File: config.mk
export PLATFORM = sky130hd
export DESIGN_NAME = ifv_flags_vector
export DESIGN_NICKNAME = d
export VERILOG_FILES = /design/src/hw/ifv_pkg.sv /design/src/hw/ifv_flags_vector.sv
export SDC_FILE = /design/constraint.sdc
export NUM_CORES = 1
export LEC_CHECK = 0
export ABC_AREA = 0
export BUFFER_PORTS_ARGS = -buffer_cell sky130_fd_sc_hd__clkbuf_2
export CORE_AREA = 4 4 91 93
export DETAILED_ROUTE_END_ITERATION = 8
export DIE_AREA = 0 0 95 97
export PLACE_DENSITY = 0.79
export SYNTH_ARGS = -nofsm -noshare
export SYNTH_HDL_FRONTEND = slang
export SYNTH_SLANG_ARGS = --single-unit
export TNS_END_PERCENT = 20
File: constraint.sdc
create_clock -name aclk -period 2.1 [get_ports aclk]
set_clock_uncertainty 0.05 [all_clocks]
set_input_delay 0.315 -clock aclk [delete_from_list [all_inputs] [get_ports aclk]]
set_output_delay 0.315 -clock aclk [all_outputs]
set_load 0.02 [all_outputs]
File: src/hw/ifv_pkg.sv
package ifv_pkg;
    // byte offsets on the register bus
    localparam logic [7:0] OFS_FLAGS = 8'h00;
    localparam logic [7:0] OFS_ENABLE = 8'h04;
    localparam logic [7:0] OFS_VECTOR = 8'h08;
    localparam logic [7:0] OFS_CONTROL = 8'h0c;
    localparam logic [7:0] OFS_COUNT = 8'h10;
    // flag and enable bit positions
    localparam int BIT_START = 7;
    localparam int BIT_GCALL = 6;
    localparam int BIT_TX = 5;
    localparam int BIT_RX = 4;
    localparam int BIT_ACCESS = 3;
    localparam int BIT_OWN = 2;
    localparam int BIT_NACK = 1;
    localparam int BIT_ARB = 0;
    // control register bits
    localparam int CTL_STOP = 0;
    localparam int CTL_REPEAT = 1;
    // values after reset
    localparam logic [7:0] FLAGS_RST = 8'h00;
    localparam logic [7:0] ENABLE_RST = 8'h00;
    localparam logic [1:0] CONTROL_RST = 2'h0;
    localparam logic [7:0] COUNT_RST = 8'h00;
    // vector codes, index is the flag bit
    localparam logic [15:0] VEC_NONE = 16'h0000;
    localparam logic [15:0] VEC_CODE [8] = '{
        16'h0002, 16'h0004, 16'h0006, 16'h0008,
        16'h000a, 16'h000c, 16'h000e, 16'h0010};
    // bus responses
    localparam logic [1:0] RESP_OKAY = 2'h0;
    localparam logic [1:0] RESP_SLVERR = 2'h2;
    // register selects
    typedef enum logic [2:0] {
        SEL_FLAGS, SEL_ENABLE, SEL_VECTOR,
        SEL_CONTROL, SEL_COUNT, SEL_NONE
    } ifv_sel_t;
endpackage

File: src/hw/ifv_flags_vector.sv
// Behaviour
// - eight rw event flags, bits 7..0, cleared at reset, 1 is pending
// - master tx, stop set, no repeat: access ready at count zero, all sent
// - master tx, repeat: access ready when last byte sent after stop
// - master rx, stop set, no repeat: access ready at count zero while busy, rx empty
// - master rx, repeat: access ready after last byte, rx empty, stop
// - slave tx: access ready on stop; slave rx also needs rx empty
// - read-only vector gives code of highest priority pending flag
// - rw enable bit per flag at same positions, cleared at reset
// - count reads remaining while busy, programmed count otherwise
module ifv_flags_vector #(
    parameter int ADDR_W = 8,
    parameter int COUNT_W = 8
) (
    input wire logic aclk,
    input wire logic aresetn,
    input wire logic [ADDR_W-1:0] s_axi_awaddr,
    input wire logic s_axi_awvalid,
    output logic s_axi_awready,
    input wire logic [31:0] s_axi_wdata,
    input wire logic [3:0] s_axi_wstrb,
    input wire logic s_axi_wvalid,
    output logic s_axi_wready,
    output logic [1:0] s_axi_bresp,
    output logic s_axi_bvalid,
    input wire logic s_axi_bready,
    input wire logic [ADDR_W-1:0] s_axi_araddr,
    input wire logic s_axi_arvalid,
    output logic s_axi_arready,
    output logic [31:0] s_axi_rdata,
    output logic [1:0] s_axi_rresp,
    output logic s_axi_rvalid,
    input wire logic s_axi_rready,
    input wire logic start_detect_evt,
    input wire logic general_call_evt,
    input wire logic tx_ready_evt,
    input wire logic rx_ready_evt,
    input wire logic own_address_evt,
    input wire logic no_ack_evt,
    input wire logic arb_lost_evt,
    input wire logic master_mode,
    input wire logic transmit_mode,
    input wire logic all_data_sent,
    input wire logic last_byte_sent,
    input wire logic last_byte_received,
    input wire logic stop_received,
    input wire logic rx_buffer_empty,
    input wire logic bus_busy_bit,
    input wire logic byte_done,
    output logic stop_request_bit,
    output logic repeat_mode_bit,
    output logic [COUNT_W-1:0] transfer_byte_count,
    output logic irq
);

    ////////////////////////////////////////////////////////////////////
    // helpers

    // address decode, shared by the read and the write path
    function automatic ifv_pkg::ifv_sel_t ifv_decode(
        input logic [ADDR_W-1:0] a);
        ifv_pkg::ifv_sel_t s;
        s = ifv_pkg::SEL_NONE;
        if (a == ADDR_W'(ifv_pkg::OFS_FLAGS))
            s = ifv_pkg::SEL_FLAGS;
        else if (a == ADDR_W'(ifv_pkg::OFS_ENABLE))
            s = ifv_pkg::SEL_ENABLE;
        else if (a == ADDR_W'(ifv_pkg::OFS_VECTOR))
            s = ifv_pkg::SEL_VECTOR;
        else if (a == ADDR_W'(ifv_pkg::OFS_CONTROL))
            s = ifv_pkg::SEL_CONTROL;
        else if (a == ADDR_W'(ifv_pkg::OFS_COUNT))
            s = ifv_pkg::SEL_COUNT;
        return s;
    endfunction

    // lowest bit wins, so scan from the top down
    function automatic logic [15:0] ifv_vector(input logic [7:0] f);
        logic [15:0] v;
        v = ifv_pkg::VEC_NONE;
        for (int i = 7; i >= 0; i--)
        begin
            if (f[i])
                v = ifv_pkg::VEC_CODE[i];
        end
        return v;
    endfunction

    ////////////////////////////////////////////////////////////////////
    // state

    logic [7:0] flags, next_flags;
    logic [7:0] enable, next_enable;
    logic stop_q, next_stop_q;
    logic repeat_q, next_repeat_q;
    logic [COUNT_W-1:0] prog_count, next_prog_count;
    logic [COUNT_W-1:0] remaining, next_remaining;
    logic rx_wait, next_rx_wait;
    logic mrx_cond_q, next_mrx_cond_q;
    logic irq_q, next_irq_q;
    logic aw_held, next_aw_held;
    logic w_held, next_w_held;
    logic [ADDR_W-1:0] aw_addr, next_aw_addr;
    logic [31:0] w_data, next_w_data;
    logic w_lane0, next_w_lane0;
    logic bvalid, next_bvalid;
    logic [1:0] bresp, next_bresp;
    logic rvalid, next_rvalid;
    logic [31:0] rdata, next_rdata;
    logic [1:0] rresp, next_rresp;
    logic do_write;
    ifv_pkg::ifv_sel_t wsel, rsel;
    logic [COUNT_W-1:0] reported;
    logic mrx_cond, ardy_set, ardy_wait_fire;
    logic [7:0] events;

    ////////////////////////////////////////////////////////////////////
    // bus handshakes

    // one write in flight: hold the response until bready
    assign s_axi_awready = !aw_held && !bvalid;
    assign s_axi_wready = !w_held && !bvalid;
    assign s_axi_arready = !rvalid;
    assign do_write = aw_held && w_held;
    assign wsel = ifv_decode(aw_addr);
    assign rsel = ifv_decode(s_axi_araddr);
    assign s_axi_bvalid = bvalid;
    assign s_axi_bresp = bresp;
    assign s_axi_rvalid = rvalid;
    assign s_axi_rdata = rdata;
    assign s_axi_rresp = rresp;
    assign stop_request_bit = stop_q;
    assign repeat_mode_bit = repeat_q;
    assign transfer_byte_count = prog_count;
    assign irq = irq_q;

    // remaining count only means something during a transfer
    assign reported = bus_busy_bit ? remaining : prog_count;

    ////////////////////////////////////////////////////////////////////
    // access ready conditions

    // master rx without repeat is a level, so only its rise sets
    assign mrx_cond = master_mode && !transmit_mode && stop_q &&
        !repeat_q && bus_busy_bit && remaining == '0 &&
        rx_buffer_empty;
    assign ardy_wait_fire = rx_wait && rx_buffer_empty;
    assign ardy_set =
        (master_mode && transmit_mode && stop_q && !repeat_q &&
         remaining == '0 && all_data_sent) ||
        (master_mode && transmit_mode && repeat_q && stop_q &&
         last_byte_sent) ||
        (mrx_cond && !mrx_cond_q) ||
        (!master_mode && transmit_mode && stop_received) ||
        ardy_wait_fire;

    // event vector in flag bit order
    always_comb
    begin
        events = 8'h00;
        events[ifv_pkg::BIT_START] = start_detect_evt;
        events[ifv_pkg::BIT_GCALL] = general_call_evt;
        events[ifv_pkg::BIT_TX] = tx_ready_evt;
        events[ifv_pkg::BIT_RX] = rx_ready_evt;
        events[ifv_pkg::BIT_ACCESS] = ardy_set;
        events[ifv_pkg::BIT_OWN] = own_address_evt;
        events[ifv_pkg::BIT_NACK] = no_ack_evt;
        events[ifv_pkg::BIT_ARB] = arb_lost_evt;
    end

    ////////////////////////////////////////////////////////////////////
    // next values for registers, bus and tracking

    always_comb
    begin
        next_flags = flags;
        next_enable = enable;
        next_stop_q = stop_q;
        next_repeat_q = repeat_q;
        next_prog_count = prog_count;
        next_remaining = remaining;
        next_rx_wait = rx_wait;
        next_mrx_cond_q = mrx_cond;
        next_aw_held = aw_held;
        next_w_held = w_held;
        next_aw_addr = aw_addr;
        next_w_data = w_data;
        next_w_lane0 = w_lane0;
        next_bvalid = bvalid;
        next_bresp = bresp;
        next_rvalid = rvalid;
        next_rdata = rdata;
        next_rresp = rresp;
        // channels are taken in either order
        if (s_axi_awvalid && s_axi_awready)
        begin
            next_aw_held = 1'b1;
            next_aw_addr = s_axi_awaddr;
        end
        if (s_axi_wvalid && s_axi_wready)
        begin
            next_w_held = 1'b1;
            next_w_data = s_axi_wdata;
            next_w_lane0 = s_axi_wstrb[0];
        end
        if (s_axi_bvalid && s_axi_bready)
            next_bvalid = 1'b0;
        // all registers live in byte lane 0
        if (do_write)
        begin
            next_aw_held = 1'b0;
            next_w_held = 1'b0;
            next_bvalid = 1'b1;
            next_bresp = ifv_pkg::RESP_OKAY;
            if (wsel == ifv_pkg::SEL_NONE)
                next_bresp = ifv_pkg::RESP_SLVERR;
            else if (w_lane0 && wsel == ifv_pkg::SEL_FLAGS)
                next_flags = w_data[7:0];
            else if (w_lane0 && wsel == ifv_pkg::SEL_ENABLE)
                next_enable = w_data[7:0];
            else if (w_lane0 && wsel == ifv_pkg::SEL_CONTROL)
            begin
                next_stop_q = w_data[ifv_pkg::CTL_STOP];
                next_repeat_q = w_data[ifv_pkg::CTL_REPEAT];
            end
            else if (w_lane0 && wsel == ifv_pkg::SEL_COUNT)
                next_prog_count = w_data[COUNT_W-1:0];
        end
        // hardware set wins over a software clear
        next_flags = next_flags | events;
        // wait for rx empty after the closing byte or stop
        if (ardy_wait_fire)
            next_rx_wait = 1'b0;
        if ((master_mode && !transmit_mode && repeat_q && stop_q &&
             last_byte_received) ||
            (!master_mode && !transmit_mode && stop_received))
            next_rx_wait = 1'b1;
        // count follows the programmed value when idle
        if (!bus_busy_bit)
            next_remaining = next_prog_count;
        else if (do_write && w_lane0 && wsel == ifv_pkg::SEL_COUNT)
            next_remaining = next_prog_count;
        else if (byte_done && remaining != '0)
            next_remaining = remaining - COUNT_W'(1);
        // read answers one cycle after the address is taken
        if (s_axi_rvalid && s_axi_rready)
            next_rvalid = 1'b0;
        if (s_axi_arvalid && s_axi_arready)
        begin
            next_rvalid = 1'b1;
            next_rresp = ifv_pkg::RESP_OKAY;
            next_rdata = 32'h0000_0000;
            if (rsel == ifv_pkg::SEL_FLAGS)
                next_rdata[7:0] = flags;
            else if (rsel == ifv_pkg::SEL_ENABLE)
                next_rdata[7:0] = enable;
            else if (rsel == ifv_pkg::SEL_VECTOR)
                next_rdata[15:0] = ifv_vector(flags);
            else if (rsel == ifv_pkg::SEL_CONTROL)
            begin
                next_rdata[ifv_pkg::CTL_STOP] = stop_q;
                next_rdata[ifv_pkg::CTL_REPEAT] = repeat_q;
            end
            else if (rsel == ifv_pkg::SEL_COUNT)
                next_rdata[COUNT_W-1:0] = reported;
            else
                next_rresp = ifv_pkg::RESP_SLVERR;
        end
        // request follows the flags as they are registered
        next_irq_q = |(next_flags & next_enable);
    end

    // register everything; reset gives constants only
    always_ff @(posedge aclk)
    begin
        if (!aresetn)
        begin
            flags <= ifv_pkg::FLAGS_RST;
            enable <= ifv_pkg::ENABLE_RST;
            stop_q <= ifv_pkg::CONTROL_RST[ifv_pkg::CTL_STOP];
            repeat_q <= ifv_pkg::CONTROL_RST[ifv_pkg::CTL_REPEAT];
            prog_count <= COUNT_W'(ifv_pkg::COUNT_RST);
            remaining <= COUNT_W'(ifv_pkg::COUNT_RST);
            rx_wait <= 1'b0;
            mrx_cond_q <= 1'b0;
            irq_q <= 1'b0;
            aw_held <= 1'b0;
            w_held <= 1'b0;
            aw_addr <= '0;
            w_data <= 32'h0000_0000;
            w_lane0 <= 1'b0;
            bvalid <= 1'b0;
            bresp <= ifv_pkg::RESP_OKAY;
            rvalid <= 1'b0;
            rdata <= 32'h0000_0000;
            rresp <= ifv_pkg::RESP_OKAY;
        end
        else
        begin
            flags <= next_flags;
            enable <= next_enable;
            stop_q <= next_stop_q;
            repeat_q <= next_repeat_q;
            prog_count <= next_prog_count;
            remaining <= next_remaining;
            rx_wait <= next_rx_wait;
            mrx_cond_q <= next_mrx_cond_q;
            irq_q <= next_irq_q;
            aw_held <= next_aw_held;
            w_held <= next_w_held;
            aw_addr <= next_aw_addr;
            w_data <= next_w_data;
            w_lane0 <= next_w_lane0;
            bvalid <= next_bvalid;
            bresp <= next_bresp;
            rvalid <= next_rvalid;
            rdata <= next_rdata;
            rresp <= next_rresp;
        end
    end
endmodule

After elaboration in Yosys (flattened, before gate mapping)
Cells that the tools add are included.
{"block": "word_totals", "rom_bits": 0, "out_inout_bits": 52, "ram_bits": 0, "inputBits": 75, "word_cells": 162, "n_memories": 0, "reg_bits": 78, "latchBits": 0}
{"block": "classes", "shift": 0, "n_lt_le_gt_ge": 0, "mux": 56, "div_mod_pow": 0, "addsub": 1, "n_eq_ne": 17, "bitwise_logic": 6, "reduce_logical": 63, "mul": 0}
{"cell": "8-bit two-way mux", "count": 24}
{"cell": "16-bit two-way mux", "count": 7}
{"cell": "1-bit logical AND", "count": 38}
{"cell": "8-bit by 4-bit == test with 1-bit output (second input constant)", "count": 4}
{"cell": "8-bit logical NOT", "count": 3}
{"cell": "3-bit two-way mux", "count": 8}
{"cell": "8-bit by 3-bit == test with 1-bit output (second input constant)", "count": 2}
{"cell": "8-bit by 5-bit == test with 1-bit output (second input constant)", "count": 2}
{"cell": "2-bit two-way mux", "count": 7}
{"cell": "3-bit by 2-bit == test with 1-bit output (second input constant)", "count": 3}
{"cell": "3-bit == test (second input constant)", "count": 3}
{"cell": "8-bit bitwise AND", "count": 1}
{"cell": "1-bit logical NOT", "count": 8}
{"cell": "1-bit two-way mux", "count": 8}
{"cell": "8-bit OR", "count": 1}
{"cell": "8-bit nonzero test", "count": 1}
{"cell": "8-bit OR reduction", "count": 1}
{"cell": "8-bit by 1-bit subtractor with 8-bit output (second input constant)", "count": 1}
{"cell": "3-bit by 1-bit == test with 1-bit output (second input constant)", "count": 2}
{"cell": "3-bit logical NOT", "count": 2}
{"cell": "6-bit two-way mux", "count": 1}
{"cell": "2-bit nonzero test", "count": 3}
{"cell": "1-bit logical OR", "count": 5}
{"cell": "5-bit two-way mux", "count": 1}
{"cell": "other kinds (4)", "count": 7}

Longest topological paths before layout
Gate-level depths: netlist (run 1).
{"block": "logic_depth", "depth_word": 16, "mapped_depth": 7, "depth_no_buf": 7}

Worst setup path before layout (run 1)
OpenSTA, ideal clock, no wires.
{"block": "synth_path", "path_kind": "input-to-reg", "start": "in s_axi_araddr[7]", "end": "reg rdata[4] (netlist: s_axi_rdata[4])", "t_required_ns": 1.990, "setup_ns": 0.060, "stages": 6, "path_buffers": 0, "arrival_ns": 1.783, "slack_ns": 0.207, "path_cell_list": "or4_4 > or3_4 > a21oi_2 > a21oi_1 > o41ai_1 > and2_1"}
{"block": "synth_via", "elab_chain_len": 12, "elab_cells_between_ends": 20, "cone_classes": "8 x eq/ne; 10 x mux; 2 x reduce/logical"}
{"item": "start: declaration", "line": "ifv_flags_vector.sv:27", "rtl": "input wire logic [ADDR_W-1:0] s_axi_araddr,"}
{"item": "8-bit by 5-bit == test with 1-bit output", "line": "ifv_flags_vector.sv:72", "rtl": "else if (a == ADDR_W'(ifv_pkg::OFS_COUNT))"}
{"item": "1-bit two-way mux", "line": "ifv_flags_vector.sv:72"}
{"item": "3-bit two-way mux", "line": "ifv_flags_vector.sv:70", "rtl": "else if (a == ADDR_W'(ifv_pkg::OFS_CONTROL))"}
{"item": "3-bit two-way mux", "line": "ifv_flags_vector.sv:68", "rtl": "else if (a == ADDR_W'(ifv_pkg::OFS_VECTOR))"}
{"item": "3-bit two-way mux", "line": "ifv_flags_vector.sv:66", "rtl": "else if (a == ADDR_W'(ifv_pkg::OFS_ENABLE))"}
{"item": "3-bit two-way mux *", "line": "ifv_flags_vector.sv:64", "rtl": "if (a == ADDR_W'(ifv_pkg::OFS_FLAGS))"}
{"item": "3-bit == test", "line": "ifv_flags_vector.sv:264", "rtl": "else if (rsel == ifv_pkg::SEL_COUNT)"}
{"item": "8-bit two-way mux", "line": "ifv_flags_vector.sv:264"}
{"item": "6-bit two-way mux", "line": "ifv_flags_vector.sv:259", "rtl": "else if (rsel == ifv_pkg::SEL_CONTROL)"}
{"item": "8-bit two-way mux", "line": "ifv_flags_vector.sv:257", "rtl": "else if (rsel == ifv_pkg::SEL_VECTOR)"}
{"item": "8-bit two-way mux", "line": "ifv_flags_vector.sv:255", "rtl": "else if (rsel == ifv_pkg::SEL_ENABLE)"}
{"item": "8-bit two-way mux *", "line": "ifv_flags_vector.sv:253", "rtl": "if (rsel == ifv_pkg::SEL_FLAGS)"}
{"item": "end signal: assignment", "line": "ifv_flags_vector.sv:317", "rtl": "rdata <= next_rdata;"}
{"item": "end: declaration", "line": "ifv_flags_vector.sv:109", "rtl": "logic [31:0] rdata, next_rdata;"}
Every way passes the cells marked *; elsewhere a longest branch is shown, timed or not.
A chain may end at the register's enable or synchronous reset.

Final worst setup path (run 1)
{"block": "layout_path", "start": "reg aw_addr[5]", "end": "reg irq_q (netlist: irq)"}
{"block": "layout_via", "elab_chain_len": 14, "elab_cells_between_ends": 25, "cone_classes": "6 x eq/ne; 12 x mux; 2 x bitwise; 5 x reduce/logical"}
{"item": "start: declaration", "line": "ifv_flags_vector.sv:103", "rtl": "logic [ADDR_W-1:0] aw_addr, next_aw_addr;"}
{"item": "start signal: assignment", "line": "ifv_flags_vector.sv:311", "rtl": "aw_addr <= next_aw_addr;"}
{"item": "8-bit by 5-bit == test with 1-bit output", "line": "ifv_flags_vector.sv:72"}
{"item": "1-bit two-way mux", "line": "ifv_flags_vector.sv:72"}
{"item": "3-bit two-way mux", "line": "ifv_flags_vector.sv:70"}
{"item": "3-bit two-way mux", "line": "ifv_flags_vector.sv:68"}
{"item": "3-bit two-way mux", "line": "ifv_flags_vector.sv:66"}
{"item": "3-bit two-way mux *", "line": "ifv_flags_vector.sv:64"}
{"item": "3-bit by 1-bit == test with 1-bit output or 3-bit logical NOT (tied branches)", "line": "ifv_flags_vector.sv:219, ifv_flags_vector.sv:217"}
{"item": "1-bit logical AND (on tied branches)", "line": "ifv_flags_vector.sv:219, ifv_flags_vector.sv:217"}
{"item": "8-bit two-way mux (on tied branches)", "line": "ifv_flags_vector.sv:219, ifv_flags_vector.sv:217"}
{"item": "8-bit two-way mux (on tied branches)", "line": "ifv_flags_vector.sv:217, ifv_flags_vector.sv:215"}
{"item": "8-bit two-way mux (on tied branches)", "line": "ifv_flags_vector.sv:215, ifv_flags_vector.sv:209"}
{"item": "8-bit two-way mux or 8-bit OR (tied branches)", "line": "ifv_flags_vector.sv:209, ifv_flags_vector.sv:230"}
{"item": "8-bit bitwise AND *", "line": "ifv_flags_vector.sv:270", "rtl": "next_irq_q = |(next_flags & next_enable);"}
{"item": "8-bit OR reduction *", "line": "ifv_flags_vector.sv:270"}
{"item": "end signal: assignment", "line": "ifv_flags_vector.sv:308", "rtl": "irq_q <= next_irq_q;"}
{"item": "end: declaration", "line": "ifv_flags_vector.sv:100", "rtl": "logic irq_q, next_irq_q;"}
Marks and branches as above.

==> results.md, run 1 <==
- Status: complete, no violations
- Port buffer count: 73
- Detailed Place HPWL: 7540 um
- Maximum cell stage delay along the critical path: 0.37 ns
- Pwr/cell area: 666 nW/um^2
- Die Y: 97 um
- CTS Buf Count: 9
- DR iter-0 viols: 203
- DRT Wirelength: 9850 um
- Share of cells above drive strength 1: 0.258
- Largest net degree at the start of global routing: 30
- Crit path max fanout: 5
- N_diodes: 0
- Post-route ant nets: 0
- Synth top area cells: dfxtp_1, nand2_1, a21boi_0
- Min Tclk post-route: 2.02 ns
- Max-slew violation count: 0
- # setup viols final: 0
- Number of remaining DRC errors: 0
- CTS tree: done
- Area Growth Syn to Fin: 21.7%
- Yosys Warn Count: 0
- Clock transition at path regs: 0.07 ns
- Sequential share of power: 0.471
- Commonest non-fill, non-tap cell in the layout: nand2_1
- Crit end category: flip-flop
- Switching share of power: 0.296
- Register bit total from synthesis: 68
- Gp weighted congestion: 0.907
- Root Driver: clkbuf_8
- HP Class: input pin to flip-flop
- Worst Tran Pin Value: 0.581 ns
- Ports: 127
- Clock Path Buffers: 2
- Mean Syn Cell Area: 8.25 um^2
- Clk_lat worst skew: 0.36 ns
- Synth unique cells: 59
- Routed via count: 3528
- F_max: 0.494 GHz
- MaxCap Viol Count: 0
- Relative slew margins: 0.610
- First-pass GRT wire length: 15700 um
- DR pass1 iterations: 4
- Chip width: 95 um
- Site Rows: 32
- Full die area: 9220 um^2
- Cells after synthesis: 448
- TNS Setup: 0 ns
- Clock power frac: 0.359
- Pint: 2.11 mW
- Core ar.: 7530 um^2
- Switching Power: 0.884 mW
- Synth top area share: 0.368
- Vias in the first global route: 3324
- CP Cell Sequence: nor3_4 > buf_6 > nand4_1 > buf_4 > mux2i_2 > a21o_1 > nand3_1 > o31a_1
- Arr. time, crit path: 2.20 ns
- Asr flop ratio synth: 0
- NumNets Final: 622
- Gr usage total: 0.216
- Leakage power: 1.91 nW
- Final Hold Vio Count: 0
- Routed vias/inst: 5.41
- Initial antenna violation count: 0
- CP Class: flip-flop to flip-flop
- Filler Cells Inserted: 688
- Area of the multi-input gates: 2170 um^2
- CTS Sinks: 68
- Total power: 2.99 mW
- Final period util: 0.964
- Cell area after synthesis: 3690 um^2
- Startpoint Class: flip-flop
- Yosys top cell by area: dfxtp_1
- Worst Path Required: 2.28 ns
- Total gr overflow: 0
- Logic pwr share: 0.170
- Worst path slowest cell: dfxtp_1
- Main flop type after synthesis: dfxtp_1
- Seq/Total Area, Yosys: 0.368
- Wire per inst: 15.1 um
- Most frequent cells in the layout: nand2_1, clkbuf_2, dfxtp_1
- Htree depth: 3
- Reg area: 1360 um^2
- Post-synth EDFFs: 0
- Max IR drop VDD: 362 uV
- Placed Area: 4210 um^2
- Starting Density: 0.491
- Final instance area: 4500 um^2
==> stage by stage <==
stage	cells	hold WS [ns]	utilization	setup WS, ns
final	652	0.0939	0.597	0.0766
after global routing	652	0.106	0.597	-0.0147
after CTS	647	0.0796	0.585	0.0316
after detailed placement	631	0.406	0.560	0.0384
after global placement	631	0.398	0.560	0.0507
after floorplan	473	0.364	-	0.207
==> critical path, delay by kind of cell (launching register included) <==
| family | cells | cell delay [ns] |
|---|---|---|
| buffers and inverters | 2 | 0.36 |
| AOI/OAI and AO/OA | 2 | 0.41 |
| muxes | 1 | 0.19 |
| and+or+nand+nor | 3 | 0.52 |
| DFF | 1 | 0.37 |
==> layout make-up <==
| class | instances | share of cell area |
|---|---|---|
| Tap cell | 102 | 0.0284 |
| Sequential cell | 68 | 0.303 |
| Multi-Input combinational cell | 351 | 0.483 |
| Timing Repair Buffer | 104 | 0.134 |
| Clock buffer | 10 | 0.0284 |
| Clock inverter | 6 | 0.0142 |
| Inverter | 11 | 0.00918 |
==> state kept, by name, indices dropped and copies added, names as in the netlist <==
signal               count
aw_addr                  8
enable                   8
repeat_mode_bit          1
s_axi_rresp              1
irq                      1
w_lane0                  1
s_axi_bresp              1
transfer_byte_count      8
flags                    8
s_axi_rvalid             1
remaining                8
aw_held                  1
s_axi_rdata              8
s_axi_bvalid             1
rx_wait                  1
w_held                   1
mrx_cond_q               1
w_data                   8
stop_request_bit         1
==> cells by family (layout without fill, tap and decap cells) <==
family | after synthesis | count (layout) | share of synthesized area
other | 1 | 26 | 0.00101
flip-flops | 68 | 68 | 0.368
adder cells (fa/ha/maj) | 2 | 2 | 0.00677
buffers and inverters | 54 | 131 | 0.0823
multiplexers | 19 | 19 | 0.0525
AND/OR/NAND/NOR | 189 | 189 | 0.258
XOR/XNOR | 7 | 7 | 0.0166
AO/OA/AOI/OAI | 108 | 108 | 0.215
==> Yosys cell counts (3+ instances only) <==
library cell,instances
nand4_1,5
a21oi_1,15
mux2_2,3
inv_1,11
a31oi_1,4
buf_2,3
dfxtp_1,68
and2_1,8
or3_1,3
o21a_1,8
xnor2_1,5
a21boi_0,30
o32a_1,5
or2_2,3
nor4_1,9
mux2i_1,16
nor3_1,6
o211ai_1,7
o2bb2ai_1,5
o21ai_0,8
nor2b_1,17
nor2_1,20
nand2_1,90
nand2b_1,6
buf_4,26
clkbuf_1,13
o21bai_1,4
nand3_1,7
==> final timing paths <==
path                                 endpoint  cells after the start  slack, ns                   startpoint
setup / recovery               irq$_SDFF_PN0_                      8       0.08      aw_addr[5]$_SDFFE_PN0P_
hold / removal      s_axi_rvalid$_SDFFE_PN0P_                      2       0.09                 s_axi_rready
setup reg to reg               irq$_SDFF_PN0_                      8       0.08      aw_addr[5]$_SDFFE_PN0P_
hold reg to reg   s_axi_rdata[1]$_SDFFE_PN0P_                      2       0.41  s_axi_rdata[1]$_SDFFE_PN0P_
==> per-layer routing <==
layer	up-vias	routed length [um]	track usage
met5	-	0	0
met4	0	364	0.115
met3	23	707	0.0459
met2	133	4520	0.342
met1	1651	4260	0.271
li1	1721	-	-
==> power by group through the flow <==
stage	registers [mW]	logic, mW	clock network, mW
after floorplan	1.43	0.350	0
after global placement	1.43	0.478	0
after detailed placement	1.43	0.488	0
final	1.41	0.509	1.07
after global routing	1.42	0.562	1.14
after CTS	1.40	0.491	1.09
==> repair_timing <==
action / 4_1_cts / 5_1_grt
gates resized for setup: 0 / 12
setup endpoints to repair: 0 / 1
hold buffers: 0 / 0
setup buffers: 0 / 5
No activity file was read; power rests on OpenSTA's default activity.
==> run 2: changes to the inputs <==
REMOVE_ABC_BUFFERS = 1   (was default)
==> run 2 against run 1 <==
Net effect: clock-buffer cell count grew 1; first-iteration DRC count shrank 30%; register-to-register slack lost 0.03 ns; via count shrank 3.1%; worst setup slack lost 0.027 ns; global-route usage shrank 0.51 points; core utilization grew 0.13 points; cell area grew 0.22%; total power grew 9.9%; die area is the same; maximum frequency shrank 1.3%; sequential share of layout area shrank 0.095 points; largest power group unchanged; highest routed layer unchanged.
==> results.md, run 2 (same netlist as run 1, synthesis figures left out) <==
- Status: complete, no violations
- Crit path depth: 6 (-2)
- Initial antenna violation count: 0 (unchanged)
- Critical path launch point: aw_addr[0]$_SDFFE_PN0P_
- DRT Wirelength: 9650 um (-2.0%)
- Reg2Reg Setup Slack: 0.05 ns (-0.03 ns)
- Placed Area: 4220 um^2 (+0.18%)
- Gp weighted congestion: 0.902 (-0.55%)
- Largest net degree at the start of global routing: 24 (-20%)
- Port buffer count: 73 (unchanged)
- F_max: 0.488 GHz (-1.3%)
- Routed vias/inst: 5.28 (-2.5%)
- CP Cell Sequence: and4bb_2 > nand3_2 > o32a_1 > nor4_1 > a21oi_1 > o31a_1
- Maximum cell stage delay along the critical path: 0.39 ns (+0.02 ns)
- Htree depth: 3 (unchanged)
- Reg area: 1360 um^2 (about the same)
- Clock Path Buffers: 2 (unchanged)
- Total gr overflow: 0 (unchanged)
- First-pass GRT wire length: 15400 um (-1.9%)
- Clk_lat worst skew: 0.36 ns (about the same)
- Total power: 3.29 mW (+9.9%)
- Worst Path Required: 2.29 ns (about the same)
- Launch point of the worst reg-to-reg path: aw_addr[0]$_SDFFE_PN0P_
- CP top delay family: simple AND/OR/NAND/NOR gates
- Area of the multi-input gates: 2150 um^2 (-0.98%)
- Filler Cells Inserted: 711 (+3.3%)
- NumNets Final: 618 (-0.64%)
- CTS tree: done
- Wire per inst: 14.9 um (-1.4%)
- Final setup margin: 0.0493 ns (-0.0273 ns)
- CTS Sinks: 68 (unchanged)
- CTS Buf Count: 9 (unchanged)
- Worst Tran Pin Value: 0.581 ns (+0.000592 ns)
- R2r worst-path depth: 6 (-2)
- RR Endpoint: irq$_SDFF_PN0_
- Most frequent cells in the layout: nand2_1, clkbuf_2, dfxtp_1
- Min Hold Slack: 0.0842 ns (-0.00973 ns)
- DR iter-0 viols: 142 (-30%)
- Root Driver: clkbuf_8
- Post-route ant nets: 0 (unchanged)
- Area Growth Syn to Fin: 21.9%
- Vias in the first global route: 3274 (-1.5%)
- MaxCap Viol Count: 0 (unchanged)
- Ports: 127 (unchanged)
- Site Rows: 32 (unchanged)
- Number of remaining DRC errors: 0 (unchanged)
- TNS Setup: 0 ns (unchanged)
- HP Class: input pin to flip-flop
- Starting Density: 0.491 (unchanged)
- RSZ-0062 raised after global routing: false
- Final period util: 0.977 (+0.0130)
- Chip width: 95 um (unchanged)
- Full die area: 9220 um^2 (unchanged)
- Detailed Place HPWL: 7490 um (-0.67%)
- Crit end category: flip-flop
- Crit path max fanout: 7 (+2)
- Pwr/cell area: 730 nW/um^2 (+9.7%)
- # setup viols final: 0 (unchanged)
- Relative slew margins: 0.610 (about the same)
- Final Hold Vio Count: 0 (unchanged)
- CP Class: flip-flop to flip-flop
- Die Y: 97 um (unchanged)
- Max IR drop VDD: 388 uV (+7.2%)
- Worst path slowest cell: and4bb_2
- Final instance area: 4510 um^2 (+0.22%)
- Gr usage total: 0.211 (-0.00506)
- Critical path destination: irq$_SDFF_PN0_
- Setup bufs post-CTS: 0 (unchanged)
- Commonest non-fill, non-tap cell in the layout: nand2_1
- Placement Setup Slack: 0.0215 ns (-0.0170 ns)
- Hold Path Depth: 2 (unchanged)
- Arr. time, crit path: 2.24 ns (+0.04 ns)
- Routed via count: 3419 (-3.1%)
- DR pass1 iterations: 4 (unchanged)
- Core ar.: 7530 um^2 (unchanged)
- Startpoint Class: flip-flop
- Clock transition at path regs: 0.08 ns (about the same)
- Share of cells above drive strength 1: 0.249 (-0.00910)
- Worst path buffer plus inverter count: 0 (-2)
- Max-slew violation count: 0 (unchanged)
- Cts hold-fix bufs: 0 (unchanged)
- N_diodes: 0 (unchanged)
- Min Tclk post-route: 2.05 ns (+0.0273 ns)
- Leakage power: 1.93 nW (+1.0%)
==> run 2: area by class of cell <==
cell class,instances,area share
clock inverter,5,0.0236
timing repair buffer,100,0.126
tap,102,0.0283
clock buffer,11,0.0336
inverter,11,0.00916
multi-input combinational,351,0.477
sequential,68,0.302
==> run 2: power breakdown <==
group          switching (mW)  internal (mW)  leakage (nW)
sequential             0.0666           1.34         0.555
clock                   0.528          0.858         0.126
combinational           0.285          0.208          1.25
==> run 2: how the worst min path moves through the flow <==
stage | end | start | slack [ns]
floorplan | s_axi_rvalid$_SDFFE_PN0P_ | s_axi_rready | 0.36
detailed placement | aw_addr[1]$_SDFFE_PN0P_ | aw_addr[1]$_SDFFE_PN0P_ | 0.40
global route | s_axi_rvalid$_SDFFE_PN0P_ | s_axi_rready | 0.09
CTS | s_axi_rvalid$_SDFFE_PN0P_ | s_axi_rready | 0.08
global placement | aw_addr[0]$_SDFFE_PN0P_ | aw_addr[0]$_SDFFE_PN0P_ | 0.40
finish | s_axi_rvalid$_SDFFE_PN0P_ | s_axi_rready | 0.08
==> run 2: per-layer routing <==
| layer | track usage | vias to the layer above | wire, um |
|---|---|---|---|
| met3 | 0.0498 | 15 | 715 |
| met4 | 0.0799 | 0 | 196 |
| met1 | 0.273 | 1567 | 4190 |
| li1 | - | 1718 | - |
| met2 | 0.338 | 119 | 4540 |
| met5 | 0 | - | 0 |
==> run 2: timing repair <==
| action | 4_1_cts | 5_1_grt |
|---|---|---|
| hold endpoints to repair | 0 | 0 |
| resized for setup | 0 | 6 |
| endpoints found under the setup margin | 0 | 1 |
==> run 2: per-stage QoR <==
stage | utilization | instances
after CTS | 0.595 | 648
after floorplan | - | 430
after detailed placement | 0.561 | 632
final | 0.599 | 648
after global placement | 0.561 | 632
after global routing | 0.599 | 648
